<file path="src/inc/sensor_ctrl_pkg.sv">
package sensor_ctrl_pkg;
   // register offsets
   localparam logic [7:0] OFS_CONFIG = 8'h70;
   localparam logic [7:0] OFS_LAMP = 8'h74;
   localparam logic [7:0] OFS_PIN = 8'hBE;
   localparam logic [7:0] OFS_IRQ_EN = 8'hF9;
   localparam logic [7:0] OFS_ACTION = 8'hFA;
   localparam logic [7:0] OFS_IRQ_STATUS = 8'hF0;
   localparam logic [7:0] OFS_IRQ_MASK = 8'hF1;
   // field positions
   localparam int POS_PIN_INV = 3;
   localparam int POS_PIN_IN_EN = 2;
   localparam int POS_PIN_OUT = 1;
   localparam int POS_PIN_IN = 0;
   localparam int POS_LAMP_ON = 7;
   localparam int POS_LAMP_SEL = 3;
   localparam int POS_SAT_IEN = 7;
   localparam int POS_SPEC_IEN = 3;
   localparam int POS_BUF_IEN = 2;
   localparam int POS_SYS_IEN = 0;
   localparam int POS_ZERO = 2;
   localparam int POS_FLUSH = 1;
   localparam int POS_WAKE = 0;
   // status bit positions (same layout as mask)
   localparam int POS_EV_SAT = 0;
   localparam int POS_EV_SPEC = 1;
   localparam int POS_EV_BUF = 2;
   localparam int POS_EV_SYS = 3;
   // reset values and writable masks
   localparam logic [7:0] RST_PIN = 8'h02;
   localparam logic [6:0] RST_LAMP_CODE = 7'h04;
   localparam logic [7:0] RST_ZERO = 8'h00;
   localparam logic [7:0] WMASK_PIN = 8'h0E;
   localparam logic [7:0] WMASK_IRQ_EN = 8'h8D;
   localparam logic [3:0] WMASK_EVENTS = 4'hF;
   // source events and one-shot actions
   typedef struct packed {
      logic saturation;
      logic spectral;
      logic bufferLevel;
      logic system;
   } events_t;
   typedef struct packed {
      logic manualZeroStart;
      logic bufferFlush;
      logic wakeFromIrqSleep;
   } actions_t;
endpackage

</file>
<file path="src/hdl/sensor_pin_lamp_irq_control.sv">
// Implementation choice: strobed register access.
`timescale 1ns/1ps
// Behaviour
// - a set invert bit flips the level driven on the general-purpose pin.
// - a set input-enable bit turns the pin into an input and stops driving it.
// - the output-drive bit resets to one and sets the pin's active output state directly.
// - bit 0 reads the synchronised pin level while input is enabled.
// - the lamp-on bit switches the lamp on when one and off when zero, reset zero.
// - the seven-bit current code selects 4mA plus 2mA per step and resets to 4.
// - the lamp register drives the lamp pin only while the lamp-select bit at 0x70 is set.
// - saturation events raise interrupts only while the saturation enable is set.
// - spectral events are gated by the spectral enable, which is also given out as a mirror.
// - buffer-level events are gated by the buffer interrupt enable.
// - system events are gated by the system interrupt enable.
// - writing one to control bit 2 starts a manual autozero.
// - writing one to control bit 1 flushes the buffer and its flag, overflow and count.
// - writing one to control bit 0 clears the sleep flag and restarts operation.
module sensor_pin_lamp_irq_control
   import sensor_ctrl_pkg::*;
(
   input wire logic sys_clk,
   input wire logic rst_b,
   input wire logic [7:0] regAddr,
   input wire logic [7:0] regWrData,
   input wire logic regWrite,
   input wire logic regRead,
   output logic [7:0] regRdData,
   input wire logic pinIn,
   output logic pinOut,
   output logic pinOutEn,
   output logic lampDriverPin,
   output logic [6:0] lampCurrentCode,
   input wire sensor_ctrl_pkg::events_t sourceEvents,
   output sensor_ctrl_pkg::actions_t actionPulses,
   output logic spectralIrqMirror,
   output logic irqOut
);
   import sensor_ctrl_pkg::*;

   ////////////////////////////////////////////////////////////////////////////
   // register storage
   logic [7:0] pinCfg;
   logic [7:0] lampReg;
   logic [7:0] configReg;
   logic [7:0] irqEnables;
   logic [3:0] irqStatus;
   logic [3:0] irqMask;
   logic pinSync1;
   logic pinSync2;
   logic [3:0] gatedEvents;
   logic [3:0] next_status;
   logic [7:0] next_rdData;

   // write decode helper
   function automatic logic hit(input logic [7:0] addr, input logic [7:0] ofs);
      hit = (addr == ofs);
   endfunction

   ////////////////////////////////////////////////////////////////////////////
   // pin configuration register
   always_ff @(posedge sys_clk or negedge rst_b) begin
      if (!rst_b) begin
         pinCfg <= RST_PIN;
      end else if (regWrite && hit(regAddr, OFS_PIN)) begin
         pinCfg <= regWrData & WMASK_PIN;
      end
   end

   // lamp and configuration registers
   always_ff @(posedge sys_clk or negedge rst_b) begin
      if (!rst_b) begin
         lampReg <= {1'b0, RST_LAMP_CODE};
         configReg <= RST_ZERO;
      end else if (regWrite) begin
         if (hit(regAddr, OFS_LAMP)) begin
            lampReg <= regWrData;
         end
         if (hit(regAddr, OFS_CONFIG)) begin
            configReg <= regWrData;
         end
      end
   end

   // interrupt enables and mask
   always_ff @(posedge sys_clk or negedge rst_b) begin
      if (!rst_b) begin
         irqEnables <= RST_ZERO;
         irqMask <= 4'h0;
      end else if (regWrite) begin
         if (hit(regAddr, OFS_IRQ_EN)) begin
            irqEnables <= regWrData & WMASK_IRQ_EN;
         end
         if (hit(regAddr, OFS_IRQ_MASK)) begin
            irqMask <= regWrData[3:0] & WMASK_EVENTS;
         end
      end
   end

   ////////////////////////////////////////////////////////////////////////////
   // pin input synchroniser
   always_ff @(posedge sys_clk or negedge rst_b) begin
      if (!rst_b) begin
         pinSync1 <= 1'b0;
         pinSync2 <= 1'b0;
      end else begin
         pinSync1 <= pinIn;
         pinSync2 <= pinSync1;
      end
   end

   // pin and lamp drive
   always_ff @(posedge sys_clk or negedge rst_b) begin
      if (!rst_b) begin
         pinOut <= 1'b0;
         pinOutEn <= 1'b0;
         lampDriverPin <= 1'b0;
         lampCurrentCode <= RST_LAMP_CODE;
         spectralIrqMirror <= 1'b0;
      end else begin
         pinOut <= pinCfg[POS_PIN_OUT] ^ pinCfg[POS_PIN_INV];
         pinOutEn <= !pinCfg[POS_PIN_IN_EN];
         if (configReg[POS_LAMP_SEL]) begin
            lampDriverPin <= lampReg[POS_LAMP_ON];
            lampCurrentCode <= lampReg[6:0];
         end else begin
            lampDriverPin <= 1'b0;
         end
         spectralIrqMirror <= irqEnables[POS_SPEC_IEN];
      end
   end

   ////////////////////////////////////////////////////////////////////////////
   // one-shot actions
   always_ff @(posedge sys_clk or negedge rst_b) begin
      if (!rst_b) begin
         actionPulses <= '0;
      end else begin
         actionPulses.manualZeroStart <= regWrite && hit(regAddr, OFS_ACTION)
            && regWrData[POS_ZERO];
         actionPulses.bufferFlush <= regWrite && hit(regAddr, OFS_ACTION)
            && regWrData[POS_FLUSH];
         actionPulses.wakeFromIrqSleep <= regWrite && hit(regAddr, OFS_ACTION)
            && regWrData[POS_WAKE];
      end
   end

   ////////////////////////////////////////////////////////////////////////////
   // event gating and sticky status
   always_comb begin
      gatedEvents[POS_EV_SAT] = sourceEvents.saturation && irqEnables[POS_SAT_IEN];
      gatedEvents[POS_EV_SPEC] = sourceEvents.spectral && irqEnables[POS_SPEC_IEN];
      gatedEvents[POS_EV_BUF] = sourceEvents.bufferLevel && irqEnables[POS_BUF_IEN];
      gatedEvents[POS_EV_SYS] = sourceEvents.system && irqEnables[POS_SYS_IEN];
      next_status = irqStatus;
      if (regWrite && hit(regAddr, OFS_IRQ_STATUS)) begin
         next_status = irqStatus & ~regWrData[3:0];
      end
      next_status = next_status | gatedEvents; // set wins over clear
   end

   always_ff @(posedge sys_clk or negedge rst_b) begin
      if (!rst_b) begin
         irqStatus <= 4'h0;
      end else begin
         irqStatus <= next_status;
      end
   end

   // interrupt output level
   always_ff @(posedge sys_clk or negedge rst_b) begin
      if (!rst_b) begin
         irqOut <= 1'b0;
      end else begin
         irqOut <= |(next_status & irqMask);
      end
   end

   ////////////////////////////////////////////////////////////////////////////
   // read mux
   always_comb begin
      next_rdData = 8'h00;
      unique case (regAddr)
         OFS_PIN: begin
            next_rdData = pinCfg;
            next_rdData[POS_PIN_IN] = pinCfg[POS_PIN_IN_EN] & pinSync2;
         end
         OFS_LAMP: next_rdData = lampReg;
         OFS_CONFIG: next_rdData = configReg;
         OFS_IRQ_EN: next_rdData = irqEnables;
         OFS_ACTION: next_rdData = 8'h00;
         OFS_IRQ_STATUS: next_rdData = {4'h0, irqStatus};
         OFS_IRQ_MASK: next_rdData = {4'h0, irqMask};
         default: next_rdData = 8'h00;
      endcase
   end

   always_ff @(posedge sys_clk or negedge rst_b) begin
      if (!rst_b) begin
         regRdData <= 8'h00;
      end else if (regRead) begin
         regRdData <= next_rdData;
      end else begin
         regRdData <= 8'h00;
      end
   end

   ////////////////////////////////////////////////////////////////////////////
   // checks
   a_pin_invert: assert property (@(posedge sys_clk) disable iff (!rst_b)
      $changed(pinCfg) |=> pinOut == ($past(pinCfg[POS_PIN_OUT]) ^ $past(pinCfg[POS_PIN_INV])))
      else $error("pin output level wrong");
   a_pin_input: assert property (@(posedge sys_clk) disable iff (!rst_b)
      pinCfg[POS_PIN_IN_EN] |=> !pinOutEn)
      else $error("pin driven while input");
   a_pin_readback: assert property (@(posedge sys_clk) disable iff (!rst_b)
      regRead && regAddr == OFS_PIN && !pinCfg[POS_PIN_IN_EN] |=> !regRdData[POS_PIN_IN])
      else $error("pin input read while disabled");
   a_lamp_select: assert property (@(posedge sys_clk) disable iff (!rst_b)
      !configReg[POS_LAMP_SEL] |=> !lampDriverPin)
      else $error("lamp driven without select");
   a_lamp_on: assert property (@(posedge sys_clk) disable iff (!rst_b)
      configReg[POS_LAMP_SEL] && lampReg[POS_LAMP_ON] |=> lampDriverPin)
      else $error("lamp not on");
   a_sat_gate: assert property (@(posedge sys_clk) disable iff (!rst_b)
      sourceEvents.saturation && irqEnables[POS_SAT_IEN] |=> irqStatus[POS_EV_SAT])
      else $error("saturation event lost");
   a_spec_gate: assert property (@(posedge sys_clk) disable iff (!rst_b)
      !irqStatus[POS_EV_SPEC] && !irqEnables[POS_SPEC_IEN] |=> !irqStatus[POS_EV_SPEC])
      else $error("spectral status set while disabled");
   a_buf_gate: assert property (@(posedge sys_clk) disable iff (!rst_b)
      sourceEvents.bufferLevel && irqEnables[POS_BUF_IEN] |=> irqStatus[POS_EV_BUF])
      else $error("buffer event lost");
   a_sys_gate: assert property (@(posedge sys_clk) disable iff (!rst_b)
      sourceEvents.system && irqEnables[POS_SYS_IEN] |=> irqStatus[POS_EV_SYS])
      else $error("system event lost");
   a_zero_pulse: assert property (@(posedge sys_clk) disable iff (!rst_b)
      regWrite && regAddr == OFS_ACTION && regWrData[POS_ZERO]
      |=> actionPulses.manualZeroStart ##1 !actionPulses.manualZeroStart || $past(regWrite))
      else $error("autozero pulse wrong");
   a_flush_pulse: assert property (@(posedge sys_clk) disable iff (!rst_b)
      actionPulses.bufferFlush |-> $past(regWrite) && $past(regWrData[POS_FLUSH]))
      else $error("flush without write");
   a_wake_pulse: assert property (@(posedge sys_clk) disable iff (!rst_b)
      regWrite && regAddr == OFS_ACTION && regWrData[POS_WAKE] |=> actionPulses.wakeFromIrqSleep)
      else $error("wake pulse missing");
   a_action_zero: assert property (@(posedge sys_clk) disable iff (!rst_b)
      regRead && regAddr == OFS_ACTION |=> regRdData == 8'h00)
      else $error("action register not zero");
   a_irq_level: assert property (@(posedge sys_clk) disable iff (!rst_b)
      ##1 irqOut == |(irqStatus & $past(irqMask)))
      else $error("interrupt level wrong");
   a_out_reset: assert property (@(posedge sys_clk) disable iff (!rst_b)
      $rose(rst_b) |-> pinCfg[POS_PIN_OUT])
      else $error("output drive bit not reset high");

   // pin register storage and drive
   a_pin_write: assert property (@(posedge sys_clk) disable iff (!rst_b)
      regWrite && regAddr == OFS_PIN |=> pinCfg == ($past(regWrData) & WMASK_PIN))
      else $error("pin register write wrong");
   a_pin_hold: assert property (@(posedge sys_clk) disable iff (!rst_b)
      !(regWrite && regAddr == OFS_PIN) |=> $stable(pinCfg))
      else $error("pin register changed without write");
   a_pin_enable: assert property (@(posedge sys_clk) disable iff (!rst_b)
      !pinCfg[POS_PIN_IN_EN] |=> pinOutEn)
      else $error("pin not driven as output");
   a_pin_inverted: assert property (@(posedge sys_clk) disable iff (!rst_b)
      pinCfg[POS_PIN_INV] && pinCfg[POS_PIN_OUT] |=> !pinOut)
      else $error("inverted pin level wrong");
   a_pin_direct: assert property (@(posedge sys_clk) disable iff (!rst_b)
      !pinCfg[POS_PIN_INV] && pinCfg[POS_PIN_OUT] |=> pinOut)
      else $error("direct pin level wrong");
   a_pin_low: assert property (@(posedge sys_clk) disable iff (!rst_b)
      !pinCfg[POS_PIN_INV] && !pinCfg[POS_PIN_OUT] |=> !pinOut)
      else $error("pin driven high without drive bit");
   a_pin_reserved: assert property (@(posedge sys_clk) disable iff (!rst_b)
      pinCfg[7:4] == 4'h0 && !pinCfg[POS_PIN_IN])
      else $error("pin reserved bits stored");
   a_pin_sample: assert property (@(posedge sys_clk) disable iff (!rst_b)
      regRead && regAddr == OFS_PIN && pinCfg[POS_PIN_IN_EN]
      |=> regRdData[POS_PIN_IN] == $past(pinSync2))
      else $error("pin input level not reported");
   a_pin_fields: assert property (@(posedge sys_clk) disable iff (!rst_b)
      regRead && regAddr == OFS_PIN |=> regRdData[7:1] == $past(pinCfg[7:1]))
      else $error("pin register read wrong");

   // lamp register and drive
   a_lamp_write: assert property (@(posedge sys_clk) disable iff (!rst_b)
      regWrite && regAddr == OFS_LAMP |=> lampReg == $past(regWrData))
      else $error("lamp register write wrong");
   a_lamp_code: assert property (@(posedge sys_clk) disable iff (!rst_b)
      configReg[POS_LAMP_SEL] |=> lampCurrentCode == $past(lampReg[6:0]))
      else $error("lamp current code wrong");
   a_code_hold: assert property (@(posedge sys_clk) disable iff (!rst_b)
      !configReg[POS_LAMP_SEL] |=> $stable(lampCurrentCode))
      else $error("lamp code changed without select");
   a_lamp_off: assert property (@(posedge sys_clk) disable iff (!rst_b)
      configReg[POS_LAMP_SEL] && !lampReg[POS_LAMP_ON] |=> !lampDriverPin)
      else $error("lamp not off");
   a_lamp_read: assert property (@(posedge sys_clk) disable iff (!rst_b)
      regRead && regAddr == OFS_LAMP |=> regRdData == $past(lampReg))
      else $error("lamp register read wrong");
   a_config_write: assert property (@(posedge sys_clk) disable iff (!rst_b)
      regWrite && regAddr == OFS_CONFIG |=> configReg == $past(regWrData))
      else $error("config register write wrong");
   a_config_read: assert property (@(posedge sys_clk) disable iff (!rst_b)
      regRead && regAddr == OFS_CONFIG |=> regRdData == $past(configReg))
      else $error("config register read wrong");

   // interrupt enables
   a_en_write: assert property (@(posedge sys_clk) disable iff (!rst_b)
      regWrite && regAddr == OFS_IRQ_EN |=> irqEnables == ($past(regWrData) & WMASK_IRQ_EN))
      else $error("enable register write wrong");
   a_en_reserved: assert property (@(posedge sys_clk) disable iff (!rst_b)
      (irqEnables & ~WMASK_IRQ_EN) == 8'h00)
      else $error("enable reserved bits stored");
   a_en_read: assert property (@(posedge sys_clk) disable iff (!rst_b)
      regRead && regAddr == OFS_IRQ_EN |=> regRdData == $past(irqEnables))
      else $error("enable register read wrong");
   a_spec_mirror: assert property (@(posedge sys_clk) disable iff (!rst_b)
      ##1 spectralIrqMirror == $past(irqEnables[POS_SPEC_IEN]))
      else $error("spectral enable mirror wrong");

   // event gating into status
   a_sat_drop: assert property (@(posedge sys_clk) disable iff (!rst_b)
      !irqStatus[POS_EV_SAT] && !irqEnables[POS_SAT_IEN] |=> !irqStatus[POS_EV_SAT])
      else $error("saturation status set while disabled");
   a_buf_drop: assert property (@(posedge sys_clk) disable iff (!rst_b)
      !irqStatus[POS_EV_BUF] && !irqEnables[POS_BUF_IEN] |=> !irqStatus[POS_EV_BUF])
      else $error("buffer status set while disabled");
   a_sys_drop: assert property (@(posedge sys_clk) disable iff (!rst_b)
      !irqStatus[POS_EV_SYS] && !irqEnables[POS_SYS_IEN] |=> !irqStatus[POS_EV_SYS])
      else $error("system status set while disabled");
   a_spec_set: assert property (@(posedge sys_clk) disable iff (!rst_b)
      sourceEvents.spectral && irqEnables[POS_SPEC_IEN] |=> irqStatus[POS_EV_SPEC])
      else $error("spectral event lost");

   // status, mask and output level
   a_status_clear: assert property (@(posedge sys_clk) disable iff (!rst_b)
      regWrite && regAddr == OFS_IRQ_STATUS && regWrData[POS_EV_SAT]
      && !sourceEvents.saturation |=> !irqStatus[POS_EV_SAT])
      else $error("status bit not cleared");
   a_status_sticky: assert property (@(posedge sys_clk) disable iff (!rst_b)
      irqStatus[POS_EV_SYS] && !(regWrite && regAddr == OFS_IRQ_STATUS)
      |=> irqStatus[POS_EV_SYS])
      else $error("status bit lost");
   a_status_read: assert property (@(posedge sys_clk) disable iff (!rst_b)
      regRead && regAddr == OFS_IRQ_STATUS |=> regRdData == {4'h0, $past(irqStatus)})
      else $error("status register read wrong");
   a_mask_write: assert property (@(posedge sys_clk) disable iff (!rst_b)
      regWrite && regAddr == OFS_IRQ_MASK |=> irqMask == $past(regWrData[3:0]))
      else $error("mask register write wrong");
   a_mask_read: assert property (@(posedge sys_clk) disable iff (!rst_b)
      regRead && regAddr == OFS_IRQ_MASK |=> regRdData == {4'h0, $past(irqMask)})
      else $error("mask register read wrong");
   a_irq_quiet: assert property (@(posedge sys_clk) disable iff (!rst_b)
      irqStatus == 4'h0 |-> !irqOut)
      else $error("interrupt without status");

   // one-shot actions and read bus idle
   a_zero_origin: assert property (@(posedge sys_clk) disable iff (!rst_b)
      actionPulses.manualZeroStart |-> $past(regWrite) && $past(regAddr) == OFS_ACTION
      && $past(regWrData[POS_ZERO]))
      else $error("autozero without write");
   a_wake_origin: assert property (@(posedge sys_clk) disable iff (!rst_b)
      actionPulses.wakeFromIrqSleep |-> $past(regWrite) && $past(regAddr) == OFS_ACTION
      && $past(regWrData[POS_WAKE]))
      else $error("wake without write");
   a_flush_start: assert property (@(posedge sys_clk) disable iff (!rst_b)
      regWrite && regAddr == OFS_ACTION && regWrData[POS_FLUSH] |=> actionPulses.bufferFlush)
      else $error("flush pulse missing");
   a_action_idle: assert property (@(posedge sys_clk) disable iff (!rst_b)
      !regWrite |=> actionPulses == 3'b000)
      else $error("action pulse without write");
   a_read_idle: assert property (@(posedge sys_clk) disable iff (!rst_b)
      !regRead |=> regRdData == 8'h00)
      else $error("read data outside read cycle");
endmodule

</file>
<file path="config.mk">
export PLATFORM = sky130hd
export DESIGN_NAME = sensor_pin_lamp_irq_control
export DESIGN_NICKNAME = d
export VERILOG_FILES = /design/src/inc/sensor_ctrl_pkg.sv /design/src/hdl/sensor_pin_lamp_irq_control.sv
export SDC_FILE = /design/constraint.sdc
export NUM_CORES = 1
export LEC_CHECK = 0
export BUFFER_PORTS_ARGS = -buffer_cell sky130_fd_sc_hd__buf_2
export CORE_ASPECT_RATIO = 0.6
export CORE_UTILIZATION = 55
export CTS_CLUSTER_SIZE = 8
export DETAILED_ROUTE_END_ITERATION = 6
export GPL_TIMING_DRIVEN = 0
export PLACE_DENSITY = 0.77
export SYNTH_ARGS = -nofsm -noshare
export SYNTH_HDL_FRONTEND = slang
export SYNTH_SLANG_ARGS = --single-unit
</file>
<file path="constraint.sdc">
create_clock -name sys_clk -period 3.87 [get_ports sys_clk]
set_input_delay 0 -clock sys_clk [delete_from_list [all_inputs] [get_ports sys_clk]]
set_output_delay 0 -clock sys_clk [all_outputs]
set_load 0.005 [all_outputs]
</file>
==> qor.csv <==
stage,metric,value,unit
finish,Area Overhead vs Synth,18.5,%
timing,Final Hold Vio Count,0,
cts,Skew-Pair Late Insertion Delay,300,ps
placed_design,hpwl dp,3.70,mm
die,initial cell density of the core,59.2,%
cts,CTS tree,built,
worst_setup_path,crit path max fanout,10,
worst_setup_path,Crit path buffers/inverters,1,
cts,H-tree depth,2,
die,I/O pins,48,
worst_setup_path,Worst Setup Start Kind,flop,
placed_design,Placer Congestion,0.831,
yosys,#FFs+latches synth,56,
worst_setup_path,CP peak stage delay,360,ps
yosys,Mean Syn Cell Area,13.2,um2
pwr,Leak,0.00149,uW
worst_setup_path,critical path arrival,1680,ps
detailed_routing,Via density,5.50,
global_routing,all-layer global routing usage,23.5,%
timing,relative slew slack,18.9,%
detailed_routing,drt wl/cell,16.5,um
worst_setup_path,Crit Path Class,reg -> reg,
finish,"most common cell after layout, fill and taps aside",dfrtp_1,
yosys,sequential-to-total area share from yosys stat,55.8,%
timing,f_max,0.667,GHz
cts,Clock Tree Buf Depth,2,
die,die area,0.00486,mm2
yosys,Synth Instances,191,
yosys,yosys warns,0,
cts,cts bufs inserted,5,
placed_design,pre-CTS WS,2320,ps
worst_setup_path,slowest CP cell,dfrtp_1,
detailed_routing,DR top layer,met4,
die,FP Rows,18,
yosys,syn nets,216,
detailed_routing,WL met3,353,um
global_routing,first-pass GRT wire length,8.10,mm
worst_setup_path,element type at the critical path end,flop,
detailed_routing,met2 wire length,2.28,mm
detailed_routing,Routed WL,5.16,mm
timing,unrepaired setup endpoints after global routing,false,
detailed_routing,Met1 Wirelength,2.47,mm
cts,post-cts sizing count,0,
timing,setup TNS,0,ps
finish,most frequent cells in the layout,"dfrtp_1, buf_2, mux2_2",
detailed_routing,DR vias,1721,
detailed_routing,DRT Pass-1 Iters,4,
timing,Post-Route Skew,11.0,ps
pwr,Power per Cell Area,364,mW/mm2
placed_design,Inst Count DP,297,
yosys,Yosys cell types,39,
finish,antenna diode count,0,
die,core area,0.00426,mm2
finish,fraction of layout cells with a size suffix above 1,41.9,%
timing,period utilisation layout,38.8,%
worst_setup_path,critical path depth in cells,4,
die,Die Y,54.4,um
timing,Final setup viols,0,
finish,Fillers,322,
cts,clock sink count,56,
cts,clock root cell,clkbuf_8,
die,die width,89.4,um
global_routing,largest net degree at the start of global routing,57,
pwr,total power,1090,uW
detailed_routing,DRT iter0 DRCs,74,
worst_setup_path,"delay-heaviest family, CP",flip-flops,
worst_setup_path,required time worst endpoint,4050,ps
timing,Worst Tran Pin Value,1220,ps
cts,CTS Hold Bufs,8,
cts,Post-CTS Setup Inserts,0,
timing,final slew viol count,0,
detailed_routing,ANT nets after route,0,
worst_setup_path,reg2reg path depth,4,
job,number of max-cap violations,0,
min_path,worst hold stages,3,
min_path,HP Class,in -> reg,
global_routing,vias in the first global route,1665,
placed_design,Port Buf Inserts,46,
global_routing,initial antenna violation count,0,
timing,setup ws final,2370,ps
detailed_routing,# DRC,0,
run_status,status,"complete, no violations",
yosys,synthesized cell area,0.00252,mm2
finish,Layout Nets,277,
pwr,maximum vdd drop,0.000312,V
global_routing,gr ovfl total,0,
finish,final non-filler cell total,313,
timing,crit path time final,1500,ps
cts,clock-pin slew on the worst setup and hold paths,100,ps
timing,Hold WS,26.4,ps
worst_setup_path,"critical path, cell by cell",clkbuf_1 -> mux2_2 -> a222oi_1 -> nor2b_1,
-- routing by layer --
| layer | global-route usage (%) | vias up |
|---|---|---|
| li1 | - | 812 |
| met1 | 34.3 | 852 |
| met2 | 34.9 | 51 |
| met3 | 5.58 | 6 |
| met4 | 7.41 | 0 |
| met5 | 0 | - |
-- Yosys cell counts, drive strengths merged --
cell type | instances | area share [%]
nor4 | 3 | 2.5
nand3 | 2 | 0.40
a21oi | 4 | 0.79
nand2b | 3 | 0.75
nand4b | 2 | 1.3
a22oi | 1 | 0.30
a2111oi | 1 | 0.60
nor2 | 7 | 1.1
and2 | 10 | 2.5
and3 | 1 | 0.25
a22o | 2 | 0.70
nor3 | 6 | 1.4
a21o | 4 | 1.2
mux2 | 39 | 17
nand3b | 3 | 1.0
mux2i | 6 | 2.4
o21ai | 10 | 2.1
a32oi | 3 | 1.0
a222oi | 1 | 0.40
clkbuf | 2 | 0.30
dfstp | 3 | 3.1
nor2b | 7 | 1.7
or3 | 1 | 0.25
a41oi | 1 | 0.35
xor2 | 1 | 0.35
buf | 4 | 1.2
inv | 2 | 0.30
dfrtp | 53 | 53
nand2 | 9 | 1.4
-- cells by family (layout without fill, tap and decap cells) --
logic type                Yosys count  in the layout  synth area share (%)
DFF                                56             56                  55.8
and+or+nand+nor                    54             54                  14.7
muxes                              45             45                  19.8
AOI/OAI and AO/OA                  27             27                  7.50
buffers and inverters               8             70                  1.84
xor gates and xnor gates            1              1                 0.348
-- state kept, by name, indices dropped and copies added, names as in the netlist --
name,flops
pinSync1,1
irqEnables,4
irqOut,1
lampReg,8
lampCurrentCode,7
configReg,8
spectralIrqMirror,1
regRdData,8
pinOutEn,1
pinSync2,1
lampDriverPin,1
pinCfg,3
actionPulses,3
irqMask,4
irqStatus,4
pinOut,1
-- worst reg2reg max path: stages (launching register included) --
cell	delay, ps
dfrtp_1	360
clkbuf_1	280
mux2_2	350
a222oi_1	320
nor2b_1	80
-- stage by stage --
stage	instance area [um2]	utilization [%]
floorplan	2520	-
global placement	2820	66.3
finish	2990	70.1
detailed placement	2820	66.3
global route	2990	70.1
CTS	2990	70.1
-- report_power, final --
group	internal (uW)	leakage [uW]	total, uW	switching [uW]
Sequential	624	0.000748	653	28.4
Combinational	69.2	0.000705	132	63.1
Clock	128	0.0000422	303	175
Total	821	0.00149	1090	267
-- path summary, 6_finish.rpt --
| kind | slack, ps | end | start |
|---|---|---|---|
| worst max-delay path | 2370 | regRdData[3] | configReg[3] |
| worst min-delay path | 30 | irqStatus[2] | sourceEvents[1] |
| worst max register to register | 2370 | regRdData[3] | configReg[3] |
| worst min register to register | 360 | pinSync2 | pinSync1 |
| max in group asynchronous | 2640 | regRdData[1] | rst_b |
| min in group asynchronous | 470 | irqEnables[2] | rst_b |
-- cell type report --
| type | count | area (um2) | area share (%) |
|---|---|---|---|
| Clock inverter | 1 | 5.00 | 0.168 |
| Multi-Input combinational cell | 127 | 1070 | 35.8 |
| Clock buffer | 7 | 76.3 | 2.56 |
| Sequential cell | 56 | 1410 | 47.1 |
| Timing Repair Buffer | 54 | 310 | 10.4 |
| Tap cell | 60 | 75.1 | 2.51 |
| Inverter | 2 | 7.51 | 0.251 |
| Buffer | 6 | 38.8 | 1.30 |
(Power assumes the default switching activity.)
